## src/nvmpw_pkg.sv

```systemverilog
package nvmpw_pkg;

  // ------------------------------------------------------------
  // Flash array operations
  // ------------------------------------------------------------
  typedef enum logic [2:0] {
    OP_READ,
    OP_PROG,
    OP_ERASE,
    OP_RTAG,
    OP_WTAG
  } nvmpw_op_e;

  // ------------------------------------------------------------
  // Operation results and map integrity codes
  // ------------------------------------------------------------
  localparam logic [1:0] RES_OK      = 2'h0;
  localparam logic [1:0] RES_PROT    = 2'h1;
  localparam logic [1:0] RES_VERIFY  = 2'h2;
  localparam logic [1:0] RES_NOSPARE = 2'h3;

  localparam logic [1:0] MIS_OK       = 2'h0;
  localparam logic [1:0] MIS_REPAIRED = 2'h1;
  localparam logic [1:0] MIS_BAD      = 2'h2;
  localparam logic [1:0] MIS_BUSY     = 2'h3;

  // ------------------------------------------------------------
  // Data values, tag layout, random source
  // ------------------------------------------------------------
  localparam logic [7:0]  ERASED_BYTE  = 8'hff;
  localparam int          TAG_FREE_BIT = 7;
  localparam logic [15:0] LFSR_SEED    = 16'hace1;
  localparam logic [15:0] LFSR_TAPS    = 16'hb400;
  // About one write in a thousand: 65 / 65536
  localparam logic [15:0] REF_THRESH   = 16'h0041;

endpackage : nvmpw_pkg

```

## src/nvmpw_ab.sv

```systemverilog
`timescale 1ns/10ps
`default_nettype none

module nvmpw_ab #(
  parameter int DW = 8,
  parameter int AW = 7
) (
  input  wire logic          core_clk,
  input  wire logic          we,
  input  wire logic [AW-1:0] waddr,
  input  wire logic [DW-1:0] wdata,
  input  wire logic [AW-1:0] raddr,
  output logic      [DW-1:0] rdata
);

  logic [DW-1:0] mem [1<<AW];

  always_ff @(posedge core_clk) begin
    if (we) begin
      mem[waddr] <= wdata;
    end
  end

  always_ff @(posedge core_clk) begin
    rdata <= mem[raddr];
  end

endmodule : nvmpw_ab

`default_nettype wire

```

## src/nvmpw_seq.sv

```systemverilog
`timescale 1ns/10ps
`default_nettype none

module nvmpw_seq
  import nvmpw_pkg::*;
#(
  parameter int PG_W  = 9,
  parameter int DPG_W = 5,
  parameter int OFF_W = 7
) (
  input  wire logic             core_clk,
  input  wire logic             rstn,
  input  wire logic             req_valid,
  input  wire logic [PG_W-1:0]  req_page,
  input  wire logic             req_retry,
  input  wire logic             merge_valid,
  input  wire logic [OFF_W-1:0] merge_off,
  input  wire logic [7:0]       merge_data,
  input  wire logic             merge_last,
  output logic                  merge_ready,
  output logic                  busy,
  output logic                  done,
  output logic      [1:0]       result,
  input  wire logic             wp_code,
  input  wire logic             wp_data,
  input  wire logic             rd_valid,
  input  wire logic [DPG_W-1:0] rd_page,
  output logic                  rd_done,
  output logic      [DPG_W-1:0] rd_phys,
  output logic                  nmi,
  output logic      [1:0]       map_integrity_status,
  output logic                  fl_req,
  output var nvmpw_op_e         fl_op,
  output logic      [PG_W-1:0]  fl_page,
  output logic      [OFF_W-1:0] fl_off,
  output logic      [7:0]       fl_wdata,
  input  wire logic             fl_ack,
  input  wire logic [7:0]       fl_rdata,
  input  wire logic             fl_tag_err
);

  localparam int NDP = 1 << DPG_W;

  typedef enum logic [4:0] {
    S_RB, S_RP, S_RP_ER, S_SPARE, S_IDLE, S_FILL, S_MERGE, S_ERASE,
    S_PROG, S_TAG, S_VER, S_RETRY, S_MAP, S_ERASE_OLD, S_REF, S_DONE
  } nvmpw_st_e;

  nvmpw_st_e        st;
  logic [1:0]       ph;
  logic [OFF_W-1:0] off;
  logic [PG_W-1:0]  cpage;
  logic [DPG_W-1:0] lp;
  logic [DPG_W-1:0] old_p;
  logic [DPG_W-1:0] spare;
  logic [DPG_W-1:0] scan;
  logic [DPG_W-1:0] cnt;
  logic             is_data;
  logic             mapped_old;
  logic             retry_en;
  logic             retried;
  logic             refreshing;
  logic             blank;
  logic             vfail;
  logic             rb_err;
  logic             dup;
  logic             unrep;
  logic             spare_ok;
  logic             map_ready;
  logic [NDP-1:0]   map_v;
  logic [DPG_W-1:0] map_p [NDP];
  logic [NDP-1:0]   used;
  logic [15:0]      lfsr;
  logic             ab_we;
  logic [OFF_W-1:0] ab_waddr;
  logic [7:0]       ab_wdata;
  logic [7:0]       ab_rdata;
  logic [PG_W-1:0]  prog_pg;
  logic [PG_W-1:0]  scan_pg;
  logic [PG_W-1:0]  old_pg;
  logic [DPG_W-1:0] tag_lp;
  logic             tag_mapped;

  localparam logic [PG_W-DPG_W-1:0] DHI = '1;

  assign scan_pg    = {DHI, scan};
  assign old_pg     = {DHI, old_p};
  assign prog_pg    = is_data ? {DHI, spare} : cpage;
  assign tag_lp     = fl_rdata[DPG_W-1:0];
  assign tag_mapped = ~fl_rdata[TAG_FREE_BIT];

  // ------------------------------------------------------------
  // Assembly buffer
  // ------------------------------------------------------------
  nvmpw_ab #(
    .DW (8),
    .AW (OFF_W)
  ) u_ab (
    .core_clk (core_clk),
    .we       (ab_we),
    .waddr    (ab_waddr),
    .wdata    (ab_wdata),
    .raddr    (off),
    .rdata    (ab_rdata)
  );

  // ------------------------------------------------------------
  // Pseudo-random source
  // ------------------------------------------------------------
  always_ff @(posedge core_clk or negedge rstn) begin
    if (!rstn) begin
      lfsr <= LFSR_SEED;
    end else begin
      lfsr <= {1'b0, lfsr[15:1]} ^ (lfsr[0] ? LFSR_TAPS : 16'h0000);
    end
  end

  // ------------------------------------------------------------
  // Read translation
  // ------------------------------------------------------------
  always_ff @(posedge core_clk or negedge rstn) begin
    if (!rstn) begin
      rd_done <= 1'b0;
      rd_phys <= '0;
      nmi     <= 1'b0;
    end else begin
      rd_done <= rd_valid && map_ready;
      nmi     <= rd_valid && map_ready && !map_v[rd_page];
      if (rd_valid) begin
        rd_phys <= map_p[rd_page];
      end
    end
  end

  // ------------------------------------------------------------
  // Sequencer
  // ------------------------------------------------------------
  always_ff @(posedge core_clk or negedge rstn) begin
    if (!rstn) begin
      st <= S_RB;
      ph <= 2'd0;
      off <= '0;
      cpage <= '0;
      lp <= '0;
      old_p <= '0;
      spare <= '0;
      scan <= '0;
      cnt <= '0;
      is_data <= 1'b0;
      mapped_old <= 1'b0;
      retry_en <= 1'b0;
      retried <= 1'b0;
      refreshing <= 1'b0;
      blank <= 1'b1;
      vfail <= 1'b0;
      rb_err <= 1'b0;
      dup <= 1'b0;
      unrep <= 1'b0;
      spare_ok <= 1'b0;
      map_ready <= 1'b0;
      map_v <= '0;
      used <= '0;
      for (int i = 0; i < NDP; i++) begin
        map_p[i] <= '0;
      end
      ab_we <= 1'b0;
      ab_waddr <= '0;
      ab_wdata <= '0;
      merge_ready <= 1'b0;
      busy <= 1'b1;
      done <= 1'b0;
      result <= RES_OK;
      map_integrity_status <= MIS_BUSY;
      fl_req <= 1'b0;
      fl_op <= OP_READ;
      fl_page <= '0;
      fl_off <= '0;
      fl_wdata <= '0;
    end else begin
      ab_we <= 1'b0;
      done <= 1'b0;
      unique case (st)
        // Startup map rebuild from page tags
        S_RB, S_RP: begin
          if (ph == 2'd0) begin
            fl_req <= 1'b1;
            fl_op <= OP_RTAG;
            fl_page <= scan_pg;
            ph <= 2'd1;
          end else if (fl_ack) begin
            fl_req <= 1'b0;
            ph <= 2'd0;
            if (st == S_RB) begin
              if (fl_tag_err) begin
                rb_err <= 1'b1;
                used[scan] <= 1'b1;
              end else if (tag_mapped) begin
                used[scan] <= 1'b1;
                if (map_v[tag_lp]) begin
                  rb_err <= 1'b1;
                end else begin
                  map_v[tag_lp] <= 1'b1;
                  map_p[tag_lp] <= scan;
                end
              end
            end else if (fl_tag_err) begin
              st <= S_RP_ER;
            end else if (tag_mapped) begin
              used[scan] <= 1'b1;
              if (!map_v[tag_lp]) begin
                map_v[tag_lp] <= 1'b1;
                map_p[tag_lp] <= scan;
              end else if (!dup) begin
                dup <= 1'b1;
                st <= S_RP_ER;
              end else begin
                unrep <= 1'b1;
              end
            end
            if (!(st == S_RP && (fl_tag_err || (tag_mapped && map_v[tag_lp] && !dup)))) begin
              scan <= scan + 1'b1;
              if (&scan) begin
                if (st == S_RB && (rb_err || (fl_tag_err || (tag_mapped && map_v[tag_lp])))) begin
                  st <= S_RP;
                  map_v <= '0;
                  used <= '0;
                end else begin
                  map_integrity_status <= (st == S_RB) ? MIS_OK
                                          : (unrep ? MIS_BAD : MIS_REPAIRED);
                  scan <= lfsr[DPG_W-1:0];
                  cnt <= '0;
                  st <= S_SPARE;
                end
              end
            end
          end
        end
        // Faulty or duplicate page erased during repair
        S_RP_ER: begin
          if (ph == 2'd0) begin
            fl_req <= 1'b1;
            fl_op <= OP_ERASE;
            fl_page <= scan_pg;
            ph <= 2'd1;
          end else if (fl_ack) begin
            fl_req <= 1'b0;
            ph <= 2'd0;
            used[scan] <= 1'b0;
            scan <= scan + 1'b1;
            st <= S_RP;
            if (&scan) begin
              map_integrity_status <= unrep ? MIS_BAD : MIS_REPAIRED;
              scan <= lfsr[DPG_W-1:0];
              cnt <= '0;
              st <= S_SPARE;
            end
          end
        end
        // Random erased page becomes the spare
        S_SPARE: begin
          if (!used[scan] || &cnt) begin
            spare <= scan;
            spare_ok <= !used[scan];
            if (!map_ready) begin
              map_ready <= 1'b1;
              busy <= 1'b0;
              st <= S_IDLE;
            end else if (is_data && retry_en && !retried && !refreshing && !used[scan]
                         && lfsr < REF_THRESH) begin
              scan <= lfsr[DPG_W-1:0];
              cnt <= '0;
              st <= S_REF;
            end else begin
              st <= S_DONE;
            end
          end else begin
            scan <= scan + 1'b1;
            cnt <= cnt + 1'b1;
          end
        end
        S_IDLE: begin
          if (req_valid) begin
            is_data <= &req_page[PG_W-1:DPG_W];
            cpage <= req_page;
            lp <= req_page[DPG_W-1:0];
            old_p <= map_p[req_page[DPG_W-1:0]];
            mapped_old <= map_v[req_page[DPG_W-1:0]];
            retry_en <= req_retry;
            retried <= 1'b0;
            refreshing <= 1'b0;
            blank <= 1'b1;
            vfail <= 1'b0;
            off <= '0;
            ph <= 2'd0;
            if (&req_page[PG_W-1:DPG_W] ? wp_data : wp_code) begin
              result <= RES_PROT;
              done <= 1'b1;
            end else if (&req_page[PG_W-1:DPG_W] && !spare_ok) begin
              result <= RES_NOSPARE;
              done <= 1'b1;
            end else begin
              result <= RES_OK;
              busy <= 1'b1;
              st <= S_FILL;
            end
          end
        end
        // Buffer preset or copy of the current page
        S_FILL: begin
          if (is_data && !mapped_old) begin
            ab_we <= 1'b1;
            ab_waddr <= off;
            ab_wdata <= ERASED_BYTE;
            off <= off + 1'b1;
            if (&off) begin
              merge_ready <= !refreshing;
              st <= S_MERGE;
            end
          end else if (ph == 2'd0) begin
            fl_req <= 1'b1;
            fl_op <= OP_READ;
            fl_page <= is_data ? old_pg : cpage;
            fl_off <= off;
            ph <= 2'd1;
          end else if (fl_ack) begin
            fl_req <= 1'b0;
            ph <= 2'd0;
            ab_we <= 1'b1;
            ab_waddr <= off;
            ab_wdata <= fl_rdata;
            blank <= blank && (fl_rdata == ERASED_BYTE);
            off <= off + 1'b1;
            if (&off) begin
              merge_ready <= !refreshing;
              st <= S_MERGE;
            end
          end
        end
        // Caller bytes merged into the buffer
        S_MERGE: begin
          if (refreshing || (merge_valid && merge_last)) begin
            merge_ready <= 1'b0;
            st <= (is_data || blank) ? S_PROG : S_ERASE;
          end
          if (merge_valid && !refreshing) begin
            ab_we <= 1'b1;
            ab_waddr <= merge_off;
            ab_wdata <= merge_data;
          end
        end
        S_ERASE, S_RETRY, S_ERASE_OLD: begin
          if (ph == 2'd0) begin
            fl_req <= 1'b1;
            fl_op <= OP_ERASE;
            fl_page <= (st == S_ERASE_OLD) ? old_pg : prog_pg;
            ph <= 2'd1;
          end else if (fl_ack) begin
            fl_req <= 1'b0;
            ph <= 2'd0;
            off <= '0;
            vfail <= 1'b0;
            st <= S_PROG;
            if (st == S_ERASE_OLD) begin
              used[old_p] <= 1'b0;
              scan <= lfsr[DPG_W-1:0];
              cnt <= '0;
              st <= S_SPARE;
            end
          end
        end
        // Byte program and read-back verify
        S_PROG, S_VER: begin
          if (ph == 2'd0) begin
            // Let a merged byte land before the buffer read
            if (!ab_we) begin
              ph <= 2'd1;
            end
          end else if (ph == 2'd1) begin
            fl_req <= 1'b1;
            fl_op <= (st == S_PROG) ? OP_PROG : OP_READ;
            fl_page <= prog_pg;
            fl_off <= off;
            fl_wdata <= ab_rdata;
            ph <= 2'd2;
          end else if (fl_ack) begin
            fl_req <= 1'b0;
            ph <= 2'd0;
            off <= off + 1'b1;
            if (st == S_VER && fl_rdata != ab_rdata) begin
              vfail <= 1'b1;
            end
            if (&off) begin
              if (st == S_PROG) begin
                st <= is_data ? S_TAG : S_VER;
              end else if ((vfail || fl_rdata != ab_rdata) && retry_en && !retried && !refreshing) begin
                retried <= 1'b1;
                st <= S_RETRY;
              end else begin
                if (vfail || fl_rdata != ab_rdata) begin
                  result <= RES_VERIFY;
                end
                st <= is_data ? S_MAP : S_DONE;
              end
            end
          end
        end
        S_TAG: begin
          if (ph == 2'd0) begin
            fl_req <= 1'b1;
            fl_op <= OP_WTAG;
            fl_page <= prog_pg;
            fl_wdata <= {1'b0, {(7-DPG_W){1'b0}}, lp};
            ph <= 2'd1;
          end else if (fl_ack) begin
            fl_req <= 1'b0;
            ph <= 2'd0;
            st <= S_VER;
          end
        end
        S_MAP: begin
          map_v[lp] <= 1'b1;
          map_p[lp] <= spare;
          used[spare] <= 1'b1;
          if (mapped_old) begin
            st <= S_ERASE_OLD;
          end else begin
            scan <= lfsr[DPG_W-1:0];
            cnt <= '0;
            st <= S_SPARE;
          end
        end
        // Disturb refresh of another used page
        S_REF: begin
          if (map_v[scan] && scan != lp) begin
            lp <= scan;
            old_p <= map_p[scan];
            mapped_old <= 1'b1;
            refreshing <= 1'b1;
            off <= '0;
            ph <= 2'd0;
            st <= S_FILL;
          end else if (&cnt) begin
            st <= S_DONE;
          end else begin
            scan <= scan + 1'b1;
            cnt <= cnt + 1'b1;
          end
        end
        S_DONE: begin
          done <= 1'b1;
          busy <= 1'b0;
          st <= S_IDLE;
        end
      endcase
    end
  end

endmodule : nvmpw_seq

`default_nettype wire

```

## config.mk

```make
export PLATFORM = sky130hd
export DESIGN_NAME = nvmpw_seq
export DESIGN_NICKNAME = d
export VERILOG_FILES = /design/src/nvmpw_pkg.sv /design/src/nvmpw_ab.sv /design/src/nvmpw_seq.sv
export SDC_FILE = /design/constraint.sdc
export NUM_CORES = 2
export LEC_CHECK = 0
export BUFFER_PORTS_ARGS = -buffer_cell sky130_fd_sc_hd__buf_2
export CAP_MARGIN = 20
export CELL_PAD_IN_SITES_DETAIL_PLACEMENT = 1
export CELL_PAD_IN_SITES_GLOBAL_PLACEMENT = 1
export CORE_AREA = 2 2 363 365
export DETAILED_ROUTE_END_ITERATION = 10
export DIE_AREA = 0 0 365 367
export PLACE_DENSITY_LB_ADDON = 0.1
export SLEW_MARGIN = 10
export SYNTH_ARGS = -nofsm -noshare
export SYNTH_HDL_FRONTEND = slang
export SYNTH_HIERARCHICAL = 1
export SYNTH_SLANG_ARGS = --single-unit
```

## constraint.sdc

```tcl
create_clock -name core_clk -period 2.88 [get_ports core_clk]
set_input_delay 0.288 -clock core_clk [delete_from_list [all_inputs] [get_ports core_clk]]
set_output_delay 0.288 -clock core_clk [all_outputs]
set_load 0.05 [all_outputs]
```

# Word-level counts from Yosys, hierarchy flattened

Memory sizes are Yosys's and may differ from the RTL's. A register that Yosys moved wholly into a read port is not among the register bits.
Cells that the tools add are included.

Bits in registers: 358
Bits in writable memories: 1024
Input port bits: 48
Output and inout port bits: 42
Word-level logic and storage cells: 572
Memories: 1

Add/subtract/negate cells: 3
Order comparisons: 20
Eq/ne operators: 72
Multiplexer cells: 287
Bitwise logic cells: 18
Reduce and logical (&&, ||, !) cells: 99

Memories:

| memory   | depth | width | rd ports | clocked after memory_dff | wr ports | RTL line       | source |
|---|---|---|---|---|---|---|---|
| u_ab.mem | 128   | 8     | 1        | 1                        | 1        | nvmpw_ab.sv:16 | `logic [DW-1:0] mem [1<<AW];` |

Operator list:

| kind                 | count |
|---|---|
| $mux W160            | 5 |
| $mux W32             | 22 |
| $mux W5              | 76 |
| $bwmux W160          | 2 |
| $pmux W160 S2        | 1 |
| $or A32 B32 Y32      | 4 |
| $pmux W32 S4         | 1 |
| $mux W7              | 17 |
| $mux W9              | 10 |
| $ne A2 B2 Y1 const B | 44 |
| $bmux W5 S5          | 3 |
| $and A32 B32 Y32     | 2 |
| $mux W2              | 32 |
| $not A32 Y32         | 2 |
| $pmux W32 S2         | 1 |
| $pmux W5 S12         | 1 |
| $pmux W5 S6          | 2 |
| $mux W1              | 59 |
| $mux W8              | 7 |
| $reduce_and A8 Y1    | 7 |
| $demux W5 S5         | 2 |
| $pmux W9 S5          | 1 |
| $lt A5 B6 Y1 const B | 7 |
| $eq A5 B4 Y1 const B | 8 |
| other kinds (56)     | 183 |

# Logic depth before layout (Yosys ltp)

Depth in word-level cells: 14
Mapped depth: 15
Mapped depth without buffers: 11

# Cells and area by module

The synthesis kept the hierarchy.

By module, submodules not included:

| module    | times used | cells each | area an instance (µm²) |
|---|---|---|---|
| nvmpw_ab  | 1          | 1634       | 39656.8 |
| nvmpw_seq | 1          | 2311       | 23661.4 |

# Worst setup path after synthesis

OpenSTA, ideal clock, no wires.

Path kind: register -> register
Start point: register scan[0]
End point: register used[20]
Arrival time: 2.999 ns
Slack: -0.240 ns
Cell stages (with the launch flop): 15
Clock period less this slack: 3.120 ns
Cell sequence: dfrtp_1 > buf_4 > buf_4 > buf_4 > buf_2 > buf_2 > clkbuf_1 > inv_1 > ha_1 > clkbuf_1 > and2_1 > clkbuf_1 > a21oi_1 > nor2_1 > o22a_1

Word-level cells in the longest chain between the ends: 14
Elaborated cells between the ends (all ways): 21
Classes of those cells: order compare: 2; mux: 14; bitwise: 3; reduce/logical: 2

Ends and longest elaborated chain:

| element                                                                   | RTL line                           | source |
|---|---|---|
| from (decl)                                                               | nvmpw_seq.sv:56                    | `logic [DPG_W-1:0] scan;` |
| from (signal assigned)                                                    | nvmpw_seq.sv:221                   | `scan <= scan + 1'b1;` |
| from (signal assigned)                                                    | nvmpw_seq.sv:230                   | `scan <= lfsr[DPG_W-1:0];` |
| from (signal assigned)                                                    | nvmpw_seq.sv:249                   | `scan <= scan + 1'b1;` |
| $lt A5 B6 Y1 (implied by the code) / $ge A5 B1 Y1 (equally long branches) | --                                 |  |
| $logic_and A1 B1 Y1 (implied by the code)                                 | --                                 |  |
| $mux W1 (implied by the code)                                             | --                                 |  |
| $demux W1 S5                                                              | --                                 |  |
| $or A32 B32 Y32 (no source line)                                          | --                                 |  |
| $mux W32                                                                  | nvmpw_seq.sv:197, nvmpw_seq.sv:208 |  |
| $mux W32 (on tied branches)                                               | nvmpw_seq.sv:206, nvmpw_seq.sv:194 |  |
| $mux W32                                                                  | nvmpw_seq.sv:193                   | `if (st == S_RB) begin` |
| $mux W32                                                                  | nvmpw_seq.sv:223                   | `if (st == S_RB && (rb_err \|\| (fl_tag_err \|\| (tag_mapped && map_v[tag_lp])))) begin` |
| $mux W32                                                                  | nvmpw_seq.sv:222                   | `if (&scan) begin` |
| $mux W32                                                                  | nvmpw_seq.sv:220                   | `if (!(st == S_RP && (fl_tag_err \|\| (tag_mapped && map_v[tag_lp] && !dup)))) begin` |
| $mux W32                                                                  | nvmpw_seq.sv:190                   | `end else if (fl_ack) begin` |
| $mux W32                                                                  | nvmpw_seq.sv:185                   | `if (ph == 2'd0) begin` |
| $pmux W32 S4 (*)                                                          | nvmpw_seq.sv:182                   | `unique case (st)` |
| to (signal, indexed assignment)                                           | nvmpw_seq.sv:196                   | `used[scan] <= 1'b1;` |
| to (signal, indexed assignment)                                           | nvmpw_seq.sv:198                   | `used[scan] <= 1'b1;` |
| to (signal assigned)                                                      | nvmpw_seq.sv:226                   | `used <= '0;` |
| to (decl)                                                                 | nvmpw_seq.sv:72                    | `logic [NDP-1:0] used;` |

Every way passes the cells marked *; elsewhere a longest branch is shown, timed or not. The select of a mux whose other input is x is not followed.
A chain may end at the register's enable or synchronous reset.

==> results.md <==
* Switching Fraction at 0.356
* H-Tree Depth at 4
* Critical Path RT at 3.55 ns
* Largest net degree at the start of global routing at 85
* Clk_skew at 0.0645 ns
* Hold path cells at 4
* Achievable Freq at 326 MHz
* P per Cell Area at 942 nW/um2
* Flops & latches, synth at 1390
* Via Count at 42700
* Min-delay worst type: in2reg
* Routed length per placed instance at 33.1 um
* Setup WS pre-CTS at -0.354 ns
* Hold Path End: ab_wdata[4]$_DFFE_PN0P_
* Hold Startpoint: merge_valid
* Final setup margin at -0.186 ns
* Filler cells at 12000
* Peak supply drop at 680 uV
* I/O pin cnt at 90
* Num Clock Sinks at 1390
* Async S/R FF share, synth at 0.258
* Failing checks: setup timing
* Final setup vio count at 102
* Slew Viols, Final at 0
* Post-synthesis cell count at 3945
* Post-synthesis cell area at 63300 um2
* Reg-to-reg setup timing slack at -0.19 ns
* Drt drc at 0
* RR Startpoint: off[0]$_DFFE_PN0P_
* Antenna-violating nets left at 0
* Violation count after the first detailed-routing iteration at 4778
* Number of global-route vias before repair at 44500
* Worst Tran Pin Value at 0.950 ns
* Initial DRT Pass Iterations at 6
* Commonest non-fill, non-tap cell in the layout: edfxtp_1
* First-pass GRT wire length at 314000 um
* Internal power at 47.4 mW
* CTS Buffer Depth at 3
* CTS Root Cell: clkbuf_16
* Synthesis-to-finish area growth at 23.4%
* Initial Util at 0.485
* Worst Path Arrival at 3.73 ns
* Port buffer count at 89
* Top_reg_cell synth: edfxtp_1
* Max-cap violations at 0
* Net Count, Synth at 4001
* Synth cell types at 96
* RD Place Congestion at 0.967
* Grt total ovfl at 0
* CP Max Fanout at 13
* Status: finished, violations left
* Syn. warnings at 6
* Critical R2R Capture: u_ab/rdata[3]$_DFF_P_
* Die Wd at 365 um
* Core area at 130000 um2
* Leakage at 26.6 nW
* Setup CP Type: reg2reg
* CP Capture Type: flop
* Avg Inst Size Synth at 16.1 um2
* Routed WL at 216000 um
* Final Cycle Share at 1.06
* Largest cells by area after synthesis: edfxtp_1, mux4_2, dfrtp_1
* Psw at 26.2 mW
* Cell taking the most area after synthesis: edfxtp_1
* Post-synth top area share at 0.486
* DP HPWL at 145000 um
* Pwr Total at 73.6 mW
* Hold Vio Cnt, Final at 0
* TritonCTS Buffers at 152
* Clock slew at reported path FFs at 0.06 ns
* Layout net count at 4699
* Total GRT Usage at 0.324
* Comb power frac at 0.349
* Clock power share at 0.269
* CTS tree: yes
* Worst Reg2Reg Path Length in Cells at 6
* DIE HEIGHT at 367 um
* Site row count at 133
* Sequential power share at 0.382
* Min Clock Period, post-route at 3.07 ns
* Most frequent cells in the layout: edfxtp_1, buf_4, mux4_2
* Die ar. at 134000 um2
* ANT cells at 0
* EDFF count, synth at 1024
* RSZ-0062 raised after global routing: true
* Number of antenna violations at the first check in global routing at 4
* Vias/cell at 6.55
* Sequential fraction of the synthesis area at 0.630
* Critical Path Source Type: flop
* Share of post-route cells with drive strength above 1 at 0.379
* Clk Latency, worst-skew pair at 0.81 ns
* Worst slew margin at 0.365
## final cells by class
class,count,area [um2],share of cell area
timing repair buffer,828,7490,0.0959
clock buffer,191,4000,0.0512
tap,1755,2200,0.0281
inverter,39,149,0.00191
sequential,1390,39900,0.511
clock inverter,90,1060,0.0135
multi-input combinational,2232,23300,0.298
## critical path, cell delays in order (launching register included)
cell     delay, ns
dfrtp_4       0.50
buf_12        0.19
buf_16        0.19
mux4_2        0.56
mux4_2        0.58
mux4_2        0.57
mux2_4        0.33
## per-layer routing
metal	vias to the layer above	GRT usage	share of wire
met3	525	0.0571	0.076
met1	22700	0.434	0.39
li1	17400	-	-
met5	-	0	0.000032
met4	2	0.136	0.048
met2	2063	0.527	0.49
## how the worst max path moves through the flow
stage                                   start  slack [ns]  cells after the start                    end
after floorplan           scan[2]$_DFFE_PN0P_        0.04                     10   used[29]$_DFFE_PN0P_
after global placement            fl_rdata[4]       -0.34                     10     cnt[2]$_DFFE_PN0P_
after detailed placement          fl_rdata[4]       -0.35                     10     cnt[0]$_DFFE_PN0P_
after CTS                  off[0]$_DFFE_PN0P_       -0.19                      7  u_ab/rdata[3]$_DFF_P_
after global routing      scan[0]$_DFFE_PN0P_       -0.22                     15     cnt[3]$_DFFE_PN0P_
final                      off[0]$_DFFE_PN0P_       -0.19                      6  u_ab/rdata[3]$_DFF_P_
## per-stage QoR
step                      utilization  setup TNS (ns)  area [um2]  cells  hold WS [ns]
after detailed placement        0.539          -43.02       70300   6116         0.233
after global routing            0.599          -12.05       78100   6525        0.0299
after CTS                       0.591           -2.64       77000   6488       0.00218
after floorplan                     -               0       63300   3945      -0.00759
final                           0.599           -4.98       78100   6525        0.0137
after global placement          0.539          -34.30       70300   6116         0.227
## sequential cells by signal, summed over array words and instances, names as in the netlist, 8 cells and up
register    count
u_ab/mem     1024
map_p         160
map_v          32
used           32
lfsr           16
cpage           9
fl_page         9
ab_wdata        8
fl_wdata        8
u_ab/rdata      8
## power groups by stage
stage	clock [mW]	combinational, mW	sequential, mW
3_5_place_dp	0	22.9	28.4
3_3_place_gp	0	22.4	28.2
4_1_cts	20.0	24.4	28.0
6_report	19.8	25.7	28.1
2_1_floorplan	0	12.4	28.1
5_1_grt	20.8	26.9	28.3
## repair_timing
item | in CTS | in global routing
setup endpoints to repair | 214 | 262
cloned | 12 | 11
resized for setup | 175 | 164
endpoints found under the hold margin | 365 | 0
pin swaps | 53 | 54
hold buffers | 25 | 0
setup buffers | 57 | 31
## cells in the mapped netlist (22+ instances only)
master    number
clkbuf_1     172
o221ai_1     111
edfxtp_1    1024
o22a_1        28
o22ai_1       49
a21oi_1      177
buf_2         57
o21ai_0      111
nand2_1      222
o21a_1       104
mux4_2       507
nand3_1       49
dfrtp_1      346
nor2_1       311
a31oi_1       23
buf_1         43
mux2_2        53
nor3_1        46
inv_1         34
mux2i_1       67
nand2b_1      22
## cells by family after synthesis
| family | synth area share |
|---|---|
| AOI/OAI and AO/OA | 0.0862 |
| xor gates and xnor gates | 0.00235 |
| adders and majority gates | 0.00158 |
| buffers and inverters | 0.0214 |
| DFF | 0.630 |
| muxes | 0.202 |
| and+or+nand+nor | 0.0565 |
Note: power is estimated with default switching activity, not from simulation.
